$ cat config.mk
export PLATFORM = sky130hd
export DESIGN_NAME = tdc_readout
export DESIGN_NICKNAME = d
export VERILOG_FILES = /design/src/tdc_pkg.sv /design/src/tdc_sync.sv /design/src/tdc_readout.sv
export SDC_FILE = /design/constraint.sdc
export NUM_CORES = 1
export LEC_CHECK = 0
export ABC_AREA = 0
export BUFFER_PORTS_ARGS = -buffer_cell sky130_fd_sc_hd__buf_2
export CORE_MARGIN = 2
export CORE_UTILIZATION = 25
export DETAILED_ROUTE_END_ITERATION = 16
export MAX_ROUTING_LAYER = met4
export PLACE_DENSITY = 0.49
export SYNTH_ARGS = -nofsm -noshare
export SYNTH_HDL_FRONTEND = slang
export SYNTH_SLANG_ARGS = --single-unit
$ cat constraint.sdc
create_clock -name core_clk_i -period 3.8 [get_ports core_clk_i]
set_clock_uncertainty 0.05 [all_clocks]
set_input_delay 0.57 -clock core_clk_i [delete_from_list [all_inputs] [get_ports core_clk_i]]
set_output_delay 0.57 -clock core_clk_i [all_outputs]
set_load 0.01 [all_outputs]
$ cat src/tdc_pkg.sv
// Shared constants and types for the time digitizer readout block
package tdc_pkg;
   localparam int CLK_NS = 10;
   // Mode register fields, zero-based bit positions
   localparam int MB_CHTAG_DIS = 9;
   localparam int MB_FRONT = 10;
   localparam int MB_RANGE_DIS = 11;
   localparam int MB_SPARSE = 12;
   localparam int MB_SEQ = 13;
   localparam int MB_ATTN = 14;
   localparam logic [15:0] MODE_INIT_SET = 16'hFE00;
   localparam logic [15:0] MODE_RD_MASK = 16'h7EFF;
   localparam logic [15:0] MODE_RESET = 16'hFE00;
   // Data word layout
   localparam int WORD_OVF_BIT = 15;
   localparam int WORD_TAG_LSB = 12;
   localparam logic [11:0] OVF_LIMIT = 12'hF00;
   localparam int NUM_CH = 8;
   // Dataway function and subaddress codes
   localparam logic [4:0] F_RD_DATA = 5'h00;
   localparam logic [4:0] F_RD_CLR = 5'h02;
   localparam logic [4:0] F_RD_MODE = 5'h04;
   localparam logic [4:0] F_TEST_LAM = 5'h08;
   localparam logic [4:0] F_CLEAR = 5'h09;
   localparam logic [4:0] F_CLR_LAM = 5'h0A;
   localparam logic [4:0] F_WR_MODE = 5'h14;
   localparam logic [4:0] F_TEST = 5'h19;
   localparam logic [3:0] SA_ZERO = 4'h0;
   localparam logic [3:0] SA_LAST = 4'h7;
   localparam logic [3:0] SA_MODE = 4'hE;
   // Times in ns and derived cycle counts
   localparam int FULL_SCALE_NS = 200;
   localparam int CONV_DELAY_NS = 1000;
   localparam int TEST_STOP_NS = 100;
   localparam int CLEAR_NS = 1200;
   localparam int STB_SETUP_NS = 10;
   localparam int STB_WIDTH_NS = 40;
   localparam int ACK_GAP_NS = 50;
   localparam int STB_LOW_NS = 60;
   localparam int FS_CYC = (FULL_SCALE_NS + CONV_DELAY_NS + CLK_NS - 1) / CLK_NS;
   localparam int STOP_CYC = TEST_STOP_NS / CLK_NS;
   localparam int CLR_CYC = (CLEAR_NS + CLK_NS - 1) / CLK_NS;
   localparam int SETUP_CYC = (STB_SETUP_NS + CLK_NS - 1) / CLK_NS;
   localparam int HI_CYC = STB_WIDTH_NS / CLK_NS + 1;
   localparam int LOW_NS = (STB_LOW_NS > ACK_GAP_NS) ? STB_LOW_NS : ACK_GAP_NS;
   localparam int LOW_CYC = (LOW_NS + CLK_NS - 1) / CLK_NS;

   typedef struct packed {
      logic n;
      logic [4:0] f;
      logic [3:0] a;
      logic s1;
      logic s2;
      logic z;
      logic c;
      logic inh;
      logic [15:0] w;
   } tdc_camac_cmd_t;

   typedef struct packed {
      logic [15:0] r;
      logic q;
      logic x;
   } tdc_camac_rsp_t;

   typedef enum logic [2:0] {ST_IDLE, ST_FULLSCALE, ST_CONVERT, ST_WAITCONV, ST_READOUT, ST_CLEARING} tdc_state_t;
   typedef enum logic [2:0] {E_OFF, E_WAIT, E_SETUP, E_HIGH, E_LOW, E_DONE} tdc_ecl_t;
endpackage : tdc_pkg

$ cat src/tdc_sync.sv
// Two-flop synchroniser, one stage pair per bit
`timescale 1ns/1ps
module tdc_sync #(
   parameter int W = 4
) (
   input wire logic core_clk_i,
   input wire logic srst_i,
   input wire logic [W-1:0] async_i,
   output logic [W-1:0] sync_o
);
   logic [W-1:0] meta;

   for (genvar i = 0; i < W; i++) begin : g_bit
      always_ff @(posedge core_clk_i) begin
         if (srst_i) begin
            meta[i] <= 1'b0;
            sync_o[i] <= 1'b0;
         end else begin
            meta[i] <= async_i[i];
            sync_o[i] <= meta[i];
         end
      end
   end
endmodule : tdc_sync

$ cat src/tdc_readout.sv
// Mode register, conversion sequencing and chained front-bus readout
// What this block does
// - Test command only accepted when idle
// - Codes 3840 and above flag overflow
// - Range flag disable zeroes word bit
// - Channel tag disable zeroes bits
// - Front bus select picks one output port in sequential mode
// - Sequential sparse converts only in-window channels
// - Sequential non-sparse converts all eight channels
// - Addressed mode: subaddress selects channel word
// - LAM only when enabled and data waits
// - Mode register access only while idle
// - Initialize sets keeps module tag
// - Low byte holds module tag
// - Busy held until a clear releases it
// - Strobe after setup, wider than 40 ns
// - Pending flag until last word or clear
// - Next strobe at least 50 ns after ack
// - Grant enables outputs while data pending
// - Grant passes when nothing pending
// - Strobe, await ack, low 60 ns, next word
// - Raise pending only after grant falls
// - Held ack blocks the next strobe
// - Sequential dataway read advances pointer
// - Word holds code, channel, overflow bit
`timescale 1ns/1ps
module tdc_readout
   import tdc_pkg::*;
(
   input wire logic core_clk_i,
   input wire logic srst_i,
   input wire tdc_camac_cmd_t camac_i,
   output tdc_camac_rsp_t camac_o,
   output logic lam_o,
   output logic busy_o,
   input wire logic start_i,
   input wire logic clear_i,
   output logic chan_start_o,
   output logic common_stop_o,
   input wire logic [7:0] hit_mask_i,
   output logic conv_start_o,
   output logic [2:0] conv_chan_o,
   input wire logic conv_done_i,
   input wire logic [11:0] conv_code_i,
   output logic [15:0] ecl_data_o,
   output logic ecl_oe_o,
   output logic word_strobe_o,
   input wire logic word_taken_ack_i,
   output logic data_pending_flag_o,
   input wire logic chain_grant_in_i,
   output logic chain_grant_out_o
);
   logic [3:0] sync_q;
   logic grant_s, ack_s, start_s, clr_s;
   logic start_d, clr_d;
   logic [15:0] mode;
   tdc_state_t state;
   tdc_ecl_t estate;
   logic [7:0] timer;
   logic [7:0] etmr;
   logic [2:0] ch;
   logic [3:0] cnt;
   logic [2:0] rd_ptr;
   logic [2:0] e_ptr;
   logic test_run;
   logic lam_blocked;
   logic [15:0] mem [NUM_CH];
   logic idle, rd_cmd, acc_test, acc_wr_mode, acc_rd_mode;
   logic ext_clear, int_clear, any_clear, start_ev;
   logic ecl_sel, cam_path, seq_rd, adr_rd, skip_ch, last_ch;
   logic [15:0] next_word;
   tdc_camac_rsp_t next_rsp;

   tdc_sync #(.W(4)) u_sync (
      .core_clk_i(core_clk_i),
      .srst_i(srst_i),
      .async_i({chain_grant_in_i, word_taken_ack_i, start_i, clear_i}),
      .sync_o(sync_q)
   );
   assign {grant_s, ack_s, start_s, clr_s} = sync_q;

   always_ff @(posedge core_clk_i) begin
      if (srst_i) begin
         start_d <= 1'b0;
         clr_d <= 1'b0;
      end else begin
         start_d <= start_s;
         clr_d <= clr_s;
      end
   end

   assign idle = (state == ST_IDLE);
   assign ecl_sel = mode[MB_FRONT] & mode[MB_SEQ];
   assign cam_path = (state == ST_READOUT) & ~ecl_sel;
   assign rd_cmd = camac_i.n & ((camac_i.f == F_RD_DATA) | (camac_i.f == F_RD_CLR));
   assign acc_test = camac_i.n & (camac_i.f == F_TEST) & (camac_i.a == SA_ZERO) & idle;
   assign acc_wr_mode = camac_i.n & (camac_i.f == F_WR_MODE) & (camac_i.a == SA_MODE) & idle;
   assign acc_rd_mode = camac_i.n & (camac_i.f == F_RD_MODE) & (camac_i.a == SA_MODE) & idle;
   assign seq_rd = rd_cmd & cam_path & mode[MB_SEQ] & (camac_i.a == SA_ZERO);
   assign adr_rd = rd_cmd & cam_path & ~mode[MB_SEQ] & (camac_i.a <= SA_LAST);
   assign ext_clear = (camac_i.s2 & (camac_i.z | camac_i.c))
      | (camac_i.n & camac_i.s2 & (camac_i.f == F_CLEAR) & (camac_i.a == SA_ZERO))
      | (clr_s & ~clr_d);
   // Internal clear: last sequential word, addressed clear-read of the last subaddress, front bus done
   assign int_clear = (seq_rd & camac_i.s2 & ({1'b0, rd_ptr} == cnt - 4'h1))
      | (adr_rd & camac_i.s2 & (camac_i.f == F_RD_CLR) & (camac_i.a == SA_LAST))
      | (estate == E_DONE);
   assign any_clear = ext_clear | int_clear;
   // Test pulse only on S2, so a bare F25 address phase never starts a cycle
   assign start_ev = (start_s & ~start_d & ~camac_i.inh) | (acc_test & camac_i.s2);
   assign skip_ch = mode[MB_SEQ] & mode[MB_SPARSE] & ~hit_mask_i[ch];
   assign last_ch = (ch == 3'h7);

   always_comb begin
      next_word[11:0] = conv_code_i;
      next_word[14:WORD_TAG_LSB] = mode[MB_CHTAG_DIS] ? 3'h0 : ch;
      next_word[WORD_OVF_BIT] = ~mode[MB_RANGE_DIS] & (conv_code_i >= OVF_LIMIT);
   end

   // Mode register: Z sets the control bits, other clears leave it alone
   always_ff @(posedge core_clk_i) begin
      if (srst_i) begin
         mode <= MODE_RESET;
      end else if (camac_i.z & camac_i.s2) begin
         mode <= mode | MODE_INIT_SET;
      end else if (acc_wr_mode & camac_i.s1) begin
         mode <= camac_i.w;
      end
   end

   // Acquisition sequencer
   always_ff @(posedge core_clk_i) begin
      if (srst_i) begin
         state <= ST_IDLE;
         timer <= 8'h00;
         ch <= 3'h0;
         cnt <= 4'h0;
         busy_o <= 1'b0;
         test_run <= 1'b0;
         chan_start_o <= 1'b0;
         common_stop_o <= 1'b0;
         conv_start_o <= 1'b0;
         conv_chan_o <= 3'h0;
      end else begin
         chan_start_o <= 1'b0;
         common_stop_o <= 1'b0;
         conv_start_o <= 1'b0;
         if (any_clear && state != ST_IDLE) begin
            state <= ST_CLEARING;
            busy_o <= 1'b0;
            timer <= 8'h00;
            test_run <= 1'b0;
         end else begin
            case (state)
               ST_IDLE: begin
                  if (start_ev) begin
                     state <= ST_FULLSCALE;
                     chan_start_o <= 1'b1;
                     test_run <= acc_test & camac_i.s2;
                     timer <= 8'h00;
                  end
               end
               ST_FULLSCALE: begin
                  timer <= timer + 8'h01;
                  if (test_run && timer == 8'(STOP_CYC)) begin
                     common_stop_o <= 1'b1;
                  end
                  if (timer == 8'(FS_CYC - 1)) begin
                     state <= ST_CONVERT;
                     busy_o <= 1'b1;
                     ch <= 3'h0;
                     cnt <= 4'h0;
                  end
               end
               ST_CONVERT: begin
                  if (!skip_ch) begin
                     conv_start_o <= 1'b1;
                     conv_chan_o <= ch;
                     state <= ST_WAITCONV;
                  end else if (!last_ch) begin
                     ch <= ch + 3'h1;
                  end else begin
                     // Nothing valid: internal clear, busy drops
                     state <= (cnt == 4'h0) ? ST_CLEARING : ST_READOUT;
                     busy_o <= (cnt != 4'h0);
                     timer <= 8'h00;
                  end
               end
               ST_WAITCONV: begin
                  if (conv_done_i) begin
                     cnt <= cnt + 4'h1;
                     if (last_ch) begin
                        state <= ST_READOUT;
                     end else begin
                        ch <= ch + 3'h1;
                        state <= ST_CONVERT;
                     end
                  end
               end
               ST_READOUT: begin
                  // Held until a clear, internal or external
               end
               ST_CLEARING: begin
                  timer <= timer + 8'h01;
                  if (timer == 8'(CLR_CYC - 1)) begin
                     state <= ST_IDLE;
                  end
               end
               default: state <= ST_IDLE;
            endcase
         end
      end
   end

   // Word store: sequential modes pack densely, addressed mode by channel
   always_ff @(posedge core_clk_i) begin
      if (state == ST_WAITCONV && conv_done_i) begin
         mem[mode[MB_SEQ] ? cnt[2:0] : ch] <= next_word;
      end
   end

   // Dataway readout pointer
   always_ff @(posedge core_clk_i) begin
      if (srst_i || state != ST_READOUT) begin
         rd_ptr <= 3'h0;
      end else if (seq_rd && camac_i.s2) begin
         rd_ptr <= rd_ptr + 3'h1;
      end
   end

   // Dataway answer, registered
   always_comb begin
      next_rsp = '0;
      next_rsp.x = camac_i.n;
      if (acc_rd_mode) begin
         next_rsp.r = mode & MODE_RD_MASK;
         next_rsp.q = 1'b1;
      end else if (acc_wr_mode || acc_test) begin
         next_rsp.q = 1'b1;
      end else if (seq_rd) begin
         next_rsp.r = mem[rd_ptr];
         next_rsp.q = 1'b1;
      end else if (adr_rd) begin
         next_rsp.r = mem[camac_i.a[2:0]];
         next_rsp.q = 1'b1;
      end else if (camac_i.n && camac_i.f == F_TEST_LAM) begin
         next_rsp.q = lam_o;
      end else if (camac_i.n && (camac_i.f == F_CLEAR || camac_i.f == F_CLR_LAM)) begin
         next_rsp.q = 1'b1;
      end
   end

   always_ff @(posedge core_clk_i) begin
      if (srst_i) begin
         camac_o <= '0;
      end else begin
         camac_o <= next_rsp;
      end
   end

   // LAM: only for dataway readout; explicit LAM clear holds it off
   always_ff @(posedge core_clk_i) begin
      if (srst_i || state != ST_READOUT) begin
         lam_blocked <= 1'b0;
         lam_o <= 1'b0;
      end else begin
         if (camac_i.n && camac_i.s2 && camac_i.f == F_CLR_LAM) begin
            lam_blocked <= 1'b1;
         end
         lam_o <= mode[MB_ATTN] & cam_path & ~lam_blocked & ~any_clear;
      end
   end

   // Front bus handshake; ack is seen two cycles late, which only lengthens gaps
   always_ff @(posedge core_clk_i) begin
      if (srst_i || ext_clear || state != ST_READOUT || !ecl_sel) begin
         estate <= E_OFF;
         etmr <= 8'h00;
         e_ptr <= 3'h0;
         word_strobe_o <= 1'b0;
         data_pending_flag_o <= 1'b0;
         ecl_data_o <= 16'h0000;
      end else begin
         case (estate)
            E_OFF: begin
               if (!grant_s) begin
                  estate <= E_WAIT;
                  data_pending_flag_o <= 1'b1;
               end
            end
            E_WAIT: begin
               if (grant_s) begin
                  estate <= E_SETUP;
                  ecl_data_o <= mem[e_ptr];
                  etmr <= 8'h00;
               end
            end
            E_SETUP: begin
               etmr <= etmr + 8'h01;
               if (etmr >= 8'(SETUP_CYC) && !ack_s) begin
                  word_strobe_o <= 1'b1;
                  estate <= E_HIGH;
                  etmr <= 8'h00;
               end
            end
            E_HIGH: begin
               if (etmr != 8'hFF) begin
                  etmr <= etmr + 8'h01;
               end
               // Data stays put while strobe is high; no ack keeps the word
               if (etmr >= 8'(HI_CYC - 1) && ack_s) begin
                  word_strobe_o <= 1'b0;
                  etmr <= 8'h00;
                  if ({1'b0, e_ptr} == cnt - 4'h1) begin
                     estate <= E_DONE;
                     data_pending_flag_o <= 1'b0;
                  end else begin
                     estate <= E_LOW;
                     e_ptr <= e_ptr + 3'h1;
                  end
               end
            end
            E_LOW: begin
               if (etmr == 8'h00) begin
                  ecl_data_o <= mem[e_ptr];
               end
               if (etmr != 8'hFF) begin
                  etmr <= etmr + 8'h01;
               end
               if (etmr >= 8'(LOW_CYC - 1) && !ack_s) begin
                  word_strobe_o <= 1'b1;
                  estate <= E_HIGH;
                  etmr <= 8'h00;
               end
            end
            E_DONE: estate <= E_DONE;
            default: estate <= E_OFF;
         endcase
      end
   end

   always_ff @(posedge core_clk_i) begin
      if (srst_i) begin
         chain_grant_out_o <= 1'b0;
         ecl_oe_o <= 1'b0;
      end else begin
         chain_grant_out_o <= grant_s & ~data_pending_flag_o;
         ecl_oe_o <= grant_s & data_pending_flag_o;
      end
   end

   a_strobe_high: assert property (@(posedge core_clk_i) disable iff (srst_i)
      $rose(word_strobe_o) |=> word_strobe_o [*4])
      else $error("word strobe shorter than minimum width");
   a_strobe_low: assert property (@(posedge core_clk_i) disable iff (srst_i)
      $fell(word_strobe_o) |=> !word_strobe_o [*5])
      else $error("word strobe low period too short");
   a_ack_blocks: assert property (@(posedge core_clk_i) disable iff (srst_i)
      $rose(word_strobe_o) |-> !$past(ack_s))
      else $error("strobe raised while acknowledge held");
   a_ovf_masked: assert property (@(posedge core_clk_i) disable iff (srst_i)
      word_strobe_o && mode[MB_RANGE_DIS] |-> !ecl_data_o[WORD_OVF_BIT])
      else $error("overflow bit set while disabled");
   a_tag_masked: assert property (@(posedge core_clk_i) disable iff (srst_i)
      word_strobe_o && mode[MB_CHTAG_DIS] |-> ecl_data_o[14:12] == 3'h0)
      else $error("channel tag present while disabled");
   a_lam_off: assert property (@(posedge core_clk_i) disable iff (srst_i)
      !mode[MB_ATTN] ##1 !mode[MB_ATTN] |-> !lam_o)
      else $error("LAM raised while disabled");
   a_grant_block: assert property (@(posedge core_clk_i) disable iff (srst_i)
      data_pending_flag_o && $past(data_pending_flag_o) |-> !chain_grant_out_o)
      else $error("grant passed while data pending");
   a_mode_idle: assert property (@(posedge core_clk_i) disable iff (srst_i)
      mode != $past(mode) |-> $past(state) == ST_IDLE || $past(camac_i.z && camac_i.s2))
      else $error("mode register changed outside idle");
   a_test_refused: assert property (@(posedge core_clk_i) disable iff (srst_i)
      camac_i.n && camac_i.f == F_TEST && camac_i.a == SA_ZERO && state != ST_IDLE |=> !camac_o.q)
      else $error("test command answered with Q outside idle");
   a_busy_clear: assert property (@(posedge core_clk_i) disable iff (srst_i)
      $fell(busy_o) |-> state == ST_CLEARING)
      else $error("busy released without a clear");
endmodule : tdc_readout

==> Word-level counts from Yosys, hierarchy flattened <==
Memory sizes are Yosys's and may differ from the RTL's. A register that Yosys moved wholly into a read port is not among the register bits.
Index checks and enable logic that the tools add are counted.
{ "word_totals": {"ram_bits": 128, "memories": 1, "elab_cells": 291, "latchBits": 0, "mem_bits_ro": 0, "register_bits": 107, "inputBits": 58} }
{ "memory_table": {"columns": ["memory", "words", "width", "rd", "rd_clocked_by_memory_dff", "write_ports", "line_no", "text"], "rows": [
  ["mem", 8, 16, 3, 2, 1, "tdc_readout.sv:67", "logic [15:0] mem [NUM_CH];"]
]} }
{ "classes": {"mul": 0, "bitwise_logic": 66, "eq_ne": 46, "n_addsub": 7, "reduce_logical": 57, "n_mux": 70, "n_lt_le_gt_ge": 6, "n_shift": 0, "div_mod_pow": 0} }
{ "ops": {"columns": ["op", "n"], "rows": [
  ["two-way mux 3 bit", 22],
  ["two-way mux 16 bit", 4],
  ["two-way mux 8 bit", 8],
  ["bitwise AND 1 bit", 40],
  ["one-hot mux 3 bit (6 select lines)", 2],
  ["one-hot mux 16 bit (2 select lines)", 1],
  ["one-hot mux 8 bit (4 select lines)", 1],
  ["one-hot mux 8 bit (3 select lines)", 1],
  ["inequality test 2 bit (second input constant)", 11],
  ["two-way mux 1 bit", 21],
  ["AND reduction 4 bit", 5],
  ["NOT 1 bit", 18],
  ["two-way mux 17 bit", 1],
  ["adder 8 x 1 -> 8 bit (second input constant)", 2],
  [">= comparator 8 x 3 -> 1 bit (second input constant)", 2],
  ["equality test 3 bit (second input constant)", 5],
  ["equality test 5 x 4 -> 1 bit (second input constant)", 3],
  ["two-way mux 15 bit", 1],
  ["inequality test 3 bit (second input constant)", 5],
  ["equality test 3 x 2 -> 1 bit (second input constant)", 4],
  [">= comparator 12 bit (second input constant)", 1],
  ["AND reduction 6 bit", 2],
  ["nonzero test 3 bit", 4],
  ["OR reduction 3 bit", 4],
  ["39 further kinds", 84]
]} }

==> Longest topological paths before layout <==
Gate-level depths: netlist of run 1.
{ "logic_depth": {"depth_word": 15, "mapped_depth": 11, "ltp_nobuf": 8} }

==> Cells and area by module <==
Synthesis of run 1 repeated with hierarchy kept, for this count alone.
{ "hier_totals": {"cells_unflattened": 923, "hier_area_um2": 12014.0} }
{ "modules_own_cells": {"columns": ["mod", "cells_per_inst", "instances", "area_each_um2", "seq_area_each_um2"], "rows": [
  ["tdc_readout", 907, 1, 11803.8, 5945.7],
  ["tdc_sync", 16, 1, 210.2, 160.2]
]} }

==> Least setup slack after synthesis of run 1 <==
No wires, ideal clock.
{ "synth_timing": {"kind": "input -> register", "startpoint": "input camac_i[23] (netlist bit)", "endpoint": "register state[0]", "stages": 9, "t_arrival_ns": 2.420, "setup_ns": 0.086, "t_required_ns": 3.664, "n_path_buf": 3, "setup_slack_ns": 1.244, "cell_sequence": "buf_2 nor4_4 nand2_1 or4_1 a31oi_1 buf_4 buf_6 o21bai_2 a211oi_1"} }
{ "synth_via": {"elab_chain_cells": 11, "word_cells_on_any_way": 29, "classes_between": "1 x order compare; 7 x eq/ne; 1 x mux; 17 x bitwise; 3 x reduce/logical"} }
{ "synth_lines": {"columns": ["item", "line_no", "text"], "rows": [
  ["start, declared", "tdc_readout.sv:32", "input wire tdc_camac_cmd_t camac_i,"],
  ["less-or-equal comparator 4 x 3 -> 1 bit", "tdc_readout.sv:100", "assign adr_rd = rd_cmd & cam_path & ~mode[MB_SEQ] & (camac_i.a <= SA_LAST);"],
  ["bitwise AND 1 bit", "tdc_readout.sv:100", null],
  ["bitwise AND 1 bit (3 in series)", "tdc_readout.sv:106", "| (adr_rd & camac_i.s2 & (camac_i.f == F_RD_CLR) & (camac_i.a == SA_LAST))"],
  ["bitwise OR 1 bit", "tdc_readout.sv:106", null],
  ["bitwise OR 1 bit", "tdc_readout.sv:107", "| (estate == E_DONE);"],
  ["bitwise OR 1 bit", "tdc_readout.sv:108", "assign any_clear = ext_clear | int_clear;"],
  ["logical AND 1 bit", "tdc_readout.sv:148", "if (any_clear && state != ST_IDLE) begin"],
  ["inequality test 4 bit (no source line), or another cell as far along", null, null],
  ["AND reduction 6 bit (no source line)", null, null],
  ["end signal, assigned", "tdc_readout.sv:184", "state <= (cnt == 4'h0) ? ST_CLEARING : ST_READOUT;"],
  ["end, declared", "tdc_readout.sv:57", "tdc_state_t state;"]
]} }
Parallel ways exist; a longest one is shown, timed or not.
A chain may end at the register's enable or synchronous reset.

==> Worst setup path in the final report of run 1 <==
{ "layout_timing": {"startpoint": "register cnt[1]", "endpoint": "register conv_start_o"} }
{ "layout_via": {"elab_chain_cells": 8} }
{ "layout_lines": {"columns": ["item", "line_no", "text"], "rows": [
  ["start, declared", "tdc_readout.sv:62", "logic [3:0] cnt;"],
  ["start signal, assigned", "tdc_readout.sv:191", "cnt <= cnt + 4'h1;"],
  ["subtractor 4 x 1 -> 4 bit", "tdc_readout.sv:105", "assign int_clear = (seq_rd & camac_i.s2 & ({1'b0, rd_ptr} == cnt - 4'h1))"],
  ["equality test 3 x 4 -> 1 bit", "tdc_readout.sv:105", null],
  ["bitwise AND 1 bit", "tdc_readout.sv:105", null],
  ["bitwise OR 1 bit", "tdc_readout.sv:106", null],
  ["bitwise OR 1 bit", "tdc_readout.sv:107", null],
  ["bitwise OR 1 bit", "tdc_readout.sv:108", null],
  ["logical AND 1 bit", "tdc_readout.sv:148", null],
  ["OR reduction 3 bit (no source line)", null, null],
  ["end signal, assigned", "tdc_readout.sv:142", "conv_start_o <= 1'b0;"],
  ["end signal, assigned", "tdc_readout.sv:147", "conv_start_o <= 1'b0;"],
  ["end signal, assigned", "tdc_readout.sv:177", "conv_start_o <= 1'b1;"],
  ["end, declared", "tdc_readout.sv:41", "output logic conv_start_o,"]
]} }
No other way between the ends.

==> metrics.txt, run 1 <==
final hold viol count 0; post-synthesis cell count 918; Fill cells around 4800; yosys warns 0; layout cell share with drive strength beyond 1 0.286; CTS tree built; DRC violations left 0; Clock Latency Late Sink 0.56 ns; first-pass GRT wire length ~52000 microns; critical path type reg2reg; PostCTS Resize Cnt 0; FF-to-FF End conv_start_o; min-delay worst type in2reg; largest net degree at the start of global routing 45; FMAX 345 MHz; total power 6.26 mW; die height about 220 microns; Post-Route WL around 35000 microns; Yosys cell types 71; gr ovfl total 0; DP HPWL around 23000 microns; Layout area overhead 19.0%; Hold Crit Depth 3; # IOs 104; CP endpoint kind flip-flop; fin nets 1093; Mapped Nets 988; Peak VDD IR 0.270 mV; Post-synth ARST share 0; Slew headroom 0.315; Die X 223 microns; H-tree Lvls 1; Post-synth EDFFs 128; Routed Antenna Nets 0; status finished, final reports clean; Pre-Repair DR Iteration Count 6; hold_sp camac_i[12]; initial core utilization 0.253; reg-to-reg startpoint cnt[1]; Setup TNS 0 ns; Via density 4.96; full die area 49900 sq um; fin. max-slew vios 0; post-CTS setup buffer count 0; Worst Path Required around 4.2 ns; CP Launch Type flip-flop; R2R setup slack 0.90 ns; clock-pin slew on the worst setup and hold paths around 0.06 ns; Inserted Clock Buffers 28; Synth Register Bits 241; Maximum Capacitance Violations 0; actual slew at the worst max-slew pin 1.03 ns; initial antenna violation count 2; IO buf count 101; Mean Syn Cell Area 13.1 sq um; Tcrit/Tclk final 0.764; drt wl/cell 21.0 microns; Fin Hold WS approximately 0.18 ns; CTS root buf clkbuf_16; critical path data arrival time roughly 3.3 ns; min cycle time layout 2.90 ns; Primary FF master, synth edfxtp_1; Bufs on Longest Clock Path 3; worst hold endpoint mode[12]; global placer's final weighted congestion 0.831; Netlist Area Pre-Place 12000 sq um; # hold bufs at CTS 0; initial DRC count 545; # rows 80; critical path fanouts, max 10; core area 47600 sq um; GRT Overall Usage 0.142; RSZ-0062 raised after global routing false; sequential area share after synthesis 0.507; worst-case reg-to-reg path depth 9; Leak a little under 5 nW; endpoints failing setup 0; power per cell area 437 nW/um^2; CTS sink cnt roughly 240; DR vias a little over 8000; vias in the first global route 8433
-- through the flow --
stage | std cells | area, sq um | setup WS (ns) | utilization
2_1_floorplan | 918 | 12000 | 1.24 | -
3_3_place_gp | 1608 | 13300 | 0.824 | 0.280
3_5_place_dp | 1608 | 13300 | 0.819 | 0.280
4_1_cts | 1660 | 14300 | 0.916 | 0.301
5_1_grt | 1662 | 14300 | 0.712 | 0.301
6_report | 1662 | 14300 | 0.898 | 0.301
-- worst max-delay path, cell delays in order (launching register included) --
cell	delay [ns]
dfxtp_1	0.48
inv_1	0.14
ha_1	0.38
xor2_1	0.16
nand3_1	0.10
or4_1	0.55
a31oi_1	0.37
buf_4	0.24
or2_1	0.22
nor3_1	0.09
-- synth_stat cells (4+ instances only) --
| library cell | number | area share |
|---|---|---|
| nor3b_1 | 5 | 0.0031 |
| a211oi_1 | 24 | 0.015 |
| o21ai_0 | 18 | 0.0075 |
| nand3_1 | 18 | 0.0075 |
| nor2_1 | 79 | 0.025 |
| and3_1 | 7 | 0.0036 |
| o22ai_1 | 19 | 0.0099 |
| a21oi_1 | 26 | 0.011 |
| mux2_2 | 4 | 0.0037 |
| nand4_1 | 14 | 0.0073 |
| or3_1 | 5 | 0.0026 |
| clkbuf_1 | 38 | 0.012 |
| and2_1 | 6 | 0.0031 |
| or4_1 | 9 | 0.0056 |
| buf_1 | 12 | 0.0037 |
| inv_1 | 18 | 0.0056 |
| mux2i_1 | 68 | 0.057 |
| dfxtp_1 | 113 | 0.19 |
| nand2_1 | 39 | 0.012 |
| nor3_1 | 12 | 0.0050 |
| o31ai_1 | 4 | 0.0025 |
| nand2b_1 | 12 | 0.0062 |
| xor2_1 | 10 | 0.0073 |
| nor2b_1 | 18 | 0.0094 |
| xnor2_1 | 8 | 0.0058 |
| edfxtp_1 | 128 | 0.32 |
| ha_1 | 12 | 0.012 |
| nor4_1 | 7 | 0.0036 |
| mux4_2 | 97 | 0.18 |
| a22o_1 | 14 | 0.010 |
| a31oi_1 | 8 | 0.0042 |
| buf_2 | 7 | 0.0029 |
-- metal layers --
metal / share of wire / up-vias / track usage / wire length, microns
met1: 0.45 / 4152 / 0.186 / 15600
met2: 0.48 / 227 / 0.232 / 16800
met4: 0.021 / 0 / 0.0346 / 720
met5: 0 / - / - / 0
met3: 0.052 / 49 / 0.0224 / 1800
li1: - / 3816 / - / -
-- registers in the layout, indices dropped and copies added, names as in the netlist, 3 cells and up, named ones only --
| signal | flops |
|---|---|
| state | 3 |
| conv_chan_o | 3 |
| mode | 14 |
| rd_ptr | 3 |
| e_ptr | 3 |
| ecl_data_o | 16 |
| mem | 128 |
| estate | 3 |
| cnt | 4 |
| timer | 8 |
| ch | 3 |
| u_sync.meta | 4 |
| camac_o | 18 |
| u_sync.sync_o | 4 |
| etmr | 8 |
-- how the worst max path moves through the flow --
stage                 from            to  slack (ns)  depth (start not counted)
2_1_floorplan  camac_i[23]      state[0]        1.24                          9
3_3_place_gp   camac_i[21]  conv_start_o        0.82                          8
3_5_place_dp   camac_i[21]  conv_start_o        0.82                          8
4_1_cts             cnt[0]  conv_start_o        0.92                          9
5_1_grt             cnt[1]  conv_start_o        0.71                          9
6_report            cnt[1]  conv_start_o        0.90                          9
-- kinds of logic (layout without fill, tap and decap cells) --
| group | Yosys count | after routing | synth area share |
|---|---|---|---|
| and+or+nand+nor | 259 | 259 | 0.114 |
| DFF | 241 | 241 | 0.507 |
| buffers and inverters | 79 | 206 | 0.0275 |
| xor gates and xnor gates | 20 | 20 | 0.0169 |
| muxes | 172 | 172 | 0.244 |
| AOI/OAI and AO/OA | 135 | 135 | 0.0771 |
| adders and majority gates | 12 | 12 | 0.0125 |
| other | 0 | 2 | 0 |
-- placed cells by master, fill, tap and decap left out, types with 9 or more instances in the layout --
| cell type | n |
|---|---|
| a211oi_1 | 24 |
| o22ai_1 | 19 |
| nor2_1 | 79 |
| a21oi_1 | 25 |
| edfxtp_1 | 128 |
| dfxtp_1 | 111 |
| buf_4 | 35 |
| clkbuf_16 | 30 |
| buf_2 | 101 |
| a22o_1 | 14 |
| inv_1 | 18 |
| o21ai_0 | 18 |
| or4_1 | 9 |
| ha_1 | 12 |
| nor3_1 | 12 |
| mux4_2 | 97 |
| nand4_1 | 14 |
| mux2i_1 | 68 |
| xor2_1 | 10 |
| nand3_1 | 18 |
| nor2b_1 | 18 |
| nand2_1 | 39 |
| nand2b_1 | 12 |
-- where the power goes --
part,internal (mW),total (mW),switching (mW)
combinational,0.232,0.607,0.375
sequential,2.76,2.82,0.0580
clock,1.72,2.83,1.11
-- area by class of cell --
type	instances	area, sq um	share of cell area
Sequential cell	241	6110	0.426
Multi-Input combinational cell	598	5630	0.393
Inverter	18	67.6	0.00472
Timing Repair Buffer	136	768	0.0536
Tap cell	615	769	0.0537
Clock buffer	38	821	0.0573
Clock inverter	14	161	0.0113
Antenna cell	2	5.00	0.000349
No activity file was read; power rests on OpenSTA's default activity.
==> run 2: changes to the inputs <==
ABC_AREA = 1   (was 0)
clock period = 2.79 ns   (was 3.8 ns; I/O delays follow)
==> metrics.txt, run 2 <==
core area 49900 sq um (was 47600 sq um); Worst Setup Slack, final 0.369 ns (was 0.898 ns); # rows 82 (was 80); global placer's final weighted congestion 0.879 (was 0.831); DR vias 11700 (was 8244); most numerous cell in the Yosys netlist nand2_1 (was edfxtp_1); DP Area 14000 sq um (was 13300 sq um); Pre-Repair DR Iteration Count 7 (was 6); actual slew at the worst max-slew pin 0.736 ns (was 1.03 ns); Yosys cell types 45 (was 71); Fin Hold WS 0.0255 ns (was 0.178 ns); DP HPWL 29900 microns (was 23000 microns); layout cell share with drive strength beyond 1 0.132 (was 0.286); vias in the first global route 11600 (was 8433); crit-path max cell delay 0.47 ns (was 0.55 ns); PostCTS Resize Cnt 0 (unchanged); Multi-input gate area 5570 sq um (was 5630 sq um); initial antenna violation count 5 (was 2); Reg area 6110 sq um (unchanged); Routed Antenna Nets 0 (unchanged); full die area 52100 sq um (was 49900 sq um); post-synthesis cell count 1614 (was 918); critical path data arrival time 2.59 ns (was 3.29 ns); Worst Path Required 2.96 ns (was 4.19 ns); CTS tree built (unchanged); critical path fanouts, max 16 (was 10); CP Launch Type flip-flop (unchanged); gr ovfl total 0 (unchanged); Netlist Area Pre-Place 12600 sq um (was 12000 sq um); Via density 4.87 (was 4.96); initial DRC count 906 (was 545); H-tree Lvls 1 (unchanged); CP endpoint kind flip-flop (unchanged); CP Buf/Inv Count 5 (was 2); Primary FF master, synth edfxtp_1 (unchanged); # IOs 104 (unchanged); Setup TNS 0 ns (unchanged); GRT Overall Usage 0.175 (was 0.142); die height 228 microns (was 223 microns); Mean Syn Cell Area 7.78 sq um (was 13.1 sq um); critical path type reg2reg (unchanged); min-delay worst type in2reg (unchanged); Post-Route Utilization 0.300 (was 0.301); Leak 5.92 nW (was 4.82 nW); Post-synth ARST share 0 (unchanged); FMAX 413 MHz (was 345 MHz); total power 8.76 mW (was 6.26 mW); Slew headroom 0.509 (was 0.315); largest net degree at the start of global routing 94 (was 45); CTS root buf clkbuf_16 (unchanged); sequential area share after synthesis 0.486 (was 0.507); Maximum Capacitance Violations 0 (unchanged); Fill cells 5401 (was 4840); Clock Latency Late Sink 0.55 ns (was 0.56 ns); pre-CTS setup slack 0.350 ns (was 0.819 ns); yosys warns 0 (unchanged); fin area 14900 sq um (was 14300 sq um); Synth area leader edfxtp_1 (unchanged); fin nets 1782 (was 1093); Synth area leaders edfxtp_1 31%, dfxtp_1 18%, nand2_1 11%, o21ai_0 7.8%, a21oi_1 5.8% (was edfxtp_1 32%, dfxtp_1 19%, mux4_2 18%, mux2i_1 5.7%, nor2_1 2.5%); max reg flops 128 (unchanged); Mapped Nets 1684 (was 988); Die X 228 microns (was 223 microns); Peak VDD IR 0.409 mV (was 0.270 mV); Hold Crit Depth 3 (unchanged); DRC violations left 0 (unchanged); clock-pin slew on the worst setup and hold paths 0.06 ns (about the same); CP max stage cell dfxtp_1 (was or4_1); Synth top area share 0.306 (was 0.319); IO buf count 101 (unchanged); endpoints failing setup 0 (unchanged); final hold viol count 0 (unchanged); CTS sink cnt 241 (unchanged); Inserted Clock Buffers 28 (unchanged); Levels on crit path 10 (was 9); Post-Route WL 44800 microns (was 34900 microns); crit path cell chain inv_2, nor2_4, inv_2, nor2_4, inv_1, nor2_1, inv_1, or2_2, nor2_1, buf_4 (was inv_1, ha_1, xor2_1, nand3_1, or4_1, a31oi_1, buf_4, or2_1, nor3_1); power per cell area 586 nW/um^2 (was 437 nW/um^2); Bufs on Longest Clock Path 3 (unchanged); Layout area overhead 19.0% (about the same); Tcrit/Tclk final 0.868 (was 0.764); most frequent cells in the layout 354 x nand2_1, 195 x o21ai_0, 173 x nor2_1 (was 128 x edfxtp_1, 111 x dfxtp_1, 101 x buf_2); first-pass GRT wire length 68500 microns (was 52200 microns); synth cell count leaders 354 x nand2_1, 195 x o21ai_0, 173 x nor2_1 (was 128 x edfxtp_1, 113 x dfxtp_1, 97 x mux4_2); worst-case reg-to-reg path depth 10 (was 9); fin. max-slew vios 0 (unchanged); initial core utilization 0.252 (was 0.253); most common cell after layout, fill and taps aside nand2_1 (was edfxtp_1); min cycle time layout 2.42 ns (was 2.90 ns); drt wl/cell 18.6 microns (was 21.0 microns); Synth Register Bits 241 (unchanged); Finished Layout Cells 2411 (was 1662); RSZ-0062 raised after global routing false (unchanged); placed cell count 2353 (was 1608); CP top delay family simple AND/OR/NAND/NOR gates (unchanged); Post-synth EDFFs 128 (unchanged); status finished, final reports clean (unchanged)
-- run 2: changes by cell type after synthesis, sizes merged, moves of 17 or more --
| cell | before | now |
|---|---|---|
| nor2b | 18 | 0 |
| a211oi | 24 | 0 |
| o21ai | 20 | 197 |
| o221ai | 0 | 17 |
| nand3 | 18 | 101 |
| mux2i | 68 | 0 |
| nor2 | 79 | 181 |
| inv | 18 | 143 |
| nand2 | 40 | 358 |
| clkbuf | 38 | 59 |
| mux4 | 97 | 0 |
| a21oi | 27 | 146 |
-- run 2: final cells by class --
class | count | area share
Clock buffer | 40 | 0.0533
Tap cell | 672 | 0.0563
Sequential cell | 241 | 0.409
Antenna cell | 5 | 0.000837
Timing Repair Buffer | 152 | 0.0646
Multi-Input combinational cell | 1144 | 0.373
Clock inverter | 12 | 0.00712
Inverter | 145 | 0.0364
-- run 2: path summary, 6_finish.rpt --
| kind | startpoint | endpoint | slack (ns) |
|---|---|---|---|
| setup / recovery | state[1] | mem[1][7] | 0.37 |
| hold / removal | word_taken_ack_i | u_sync.meta[2] | 0.03 |
| setup reg to reg | state[1] | mem[1][7] | 0.37 |
| hold reg to reg | u_sync.meta[1] | u_sync.sync_o[1] | 0.35 |
-- run 2: cell families after synthesis --
logic type,count (synthesis),synth area share
xor+xnor,12,0.00837
compound gates,424,0.184
simple gates,696,0.239
fa+ha+maj,12,0.0120
buf+inv,229,0.0706
flops,241,0.486
-- run 2: tightest hold or removal path, cell delays in order --
cell and delay [ns]:
buf_2 0.07, inv_1 0.03, nor2_1 0.06
-- run 2: metal layers --
layer	part of all wire	GRT usage	vias to the layer above	wire length, microns
li1	-	-	5722	-
met1	0.44	0.224	5569	19700
met2	0.46	0.278	370	20600
met3	0.067	0.0300	87	3000
met4	0.031	0.0627	0	1380
met5	0	-	-	0
-- run 2: timing repair --
action	CTS	global route
hold buffers	1	0
setup buffers	0	0
endpoints found under the hold margin	1	0
-- run 2: report_power, final --
part / switching [mW] / total (mW) / internal (mW)
logic: 0.870 / 1.24 / 0.374
registers: 0.0810 / 3.87 / 3.79
clock network: 1.49 / 3.65 / 2.16
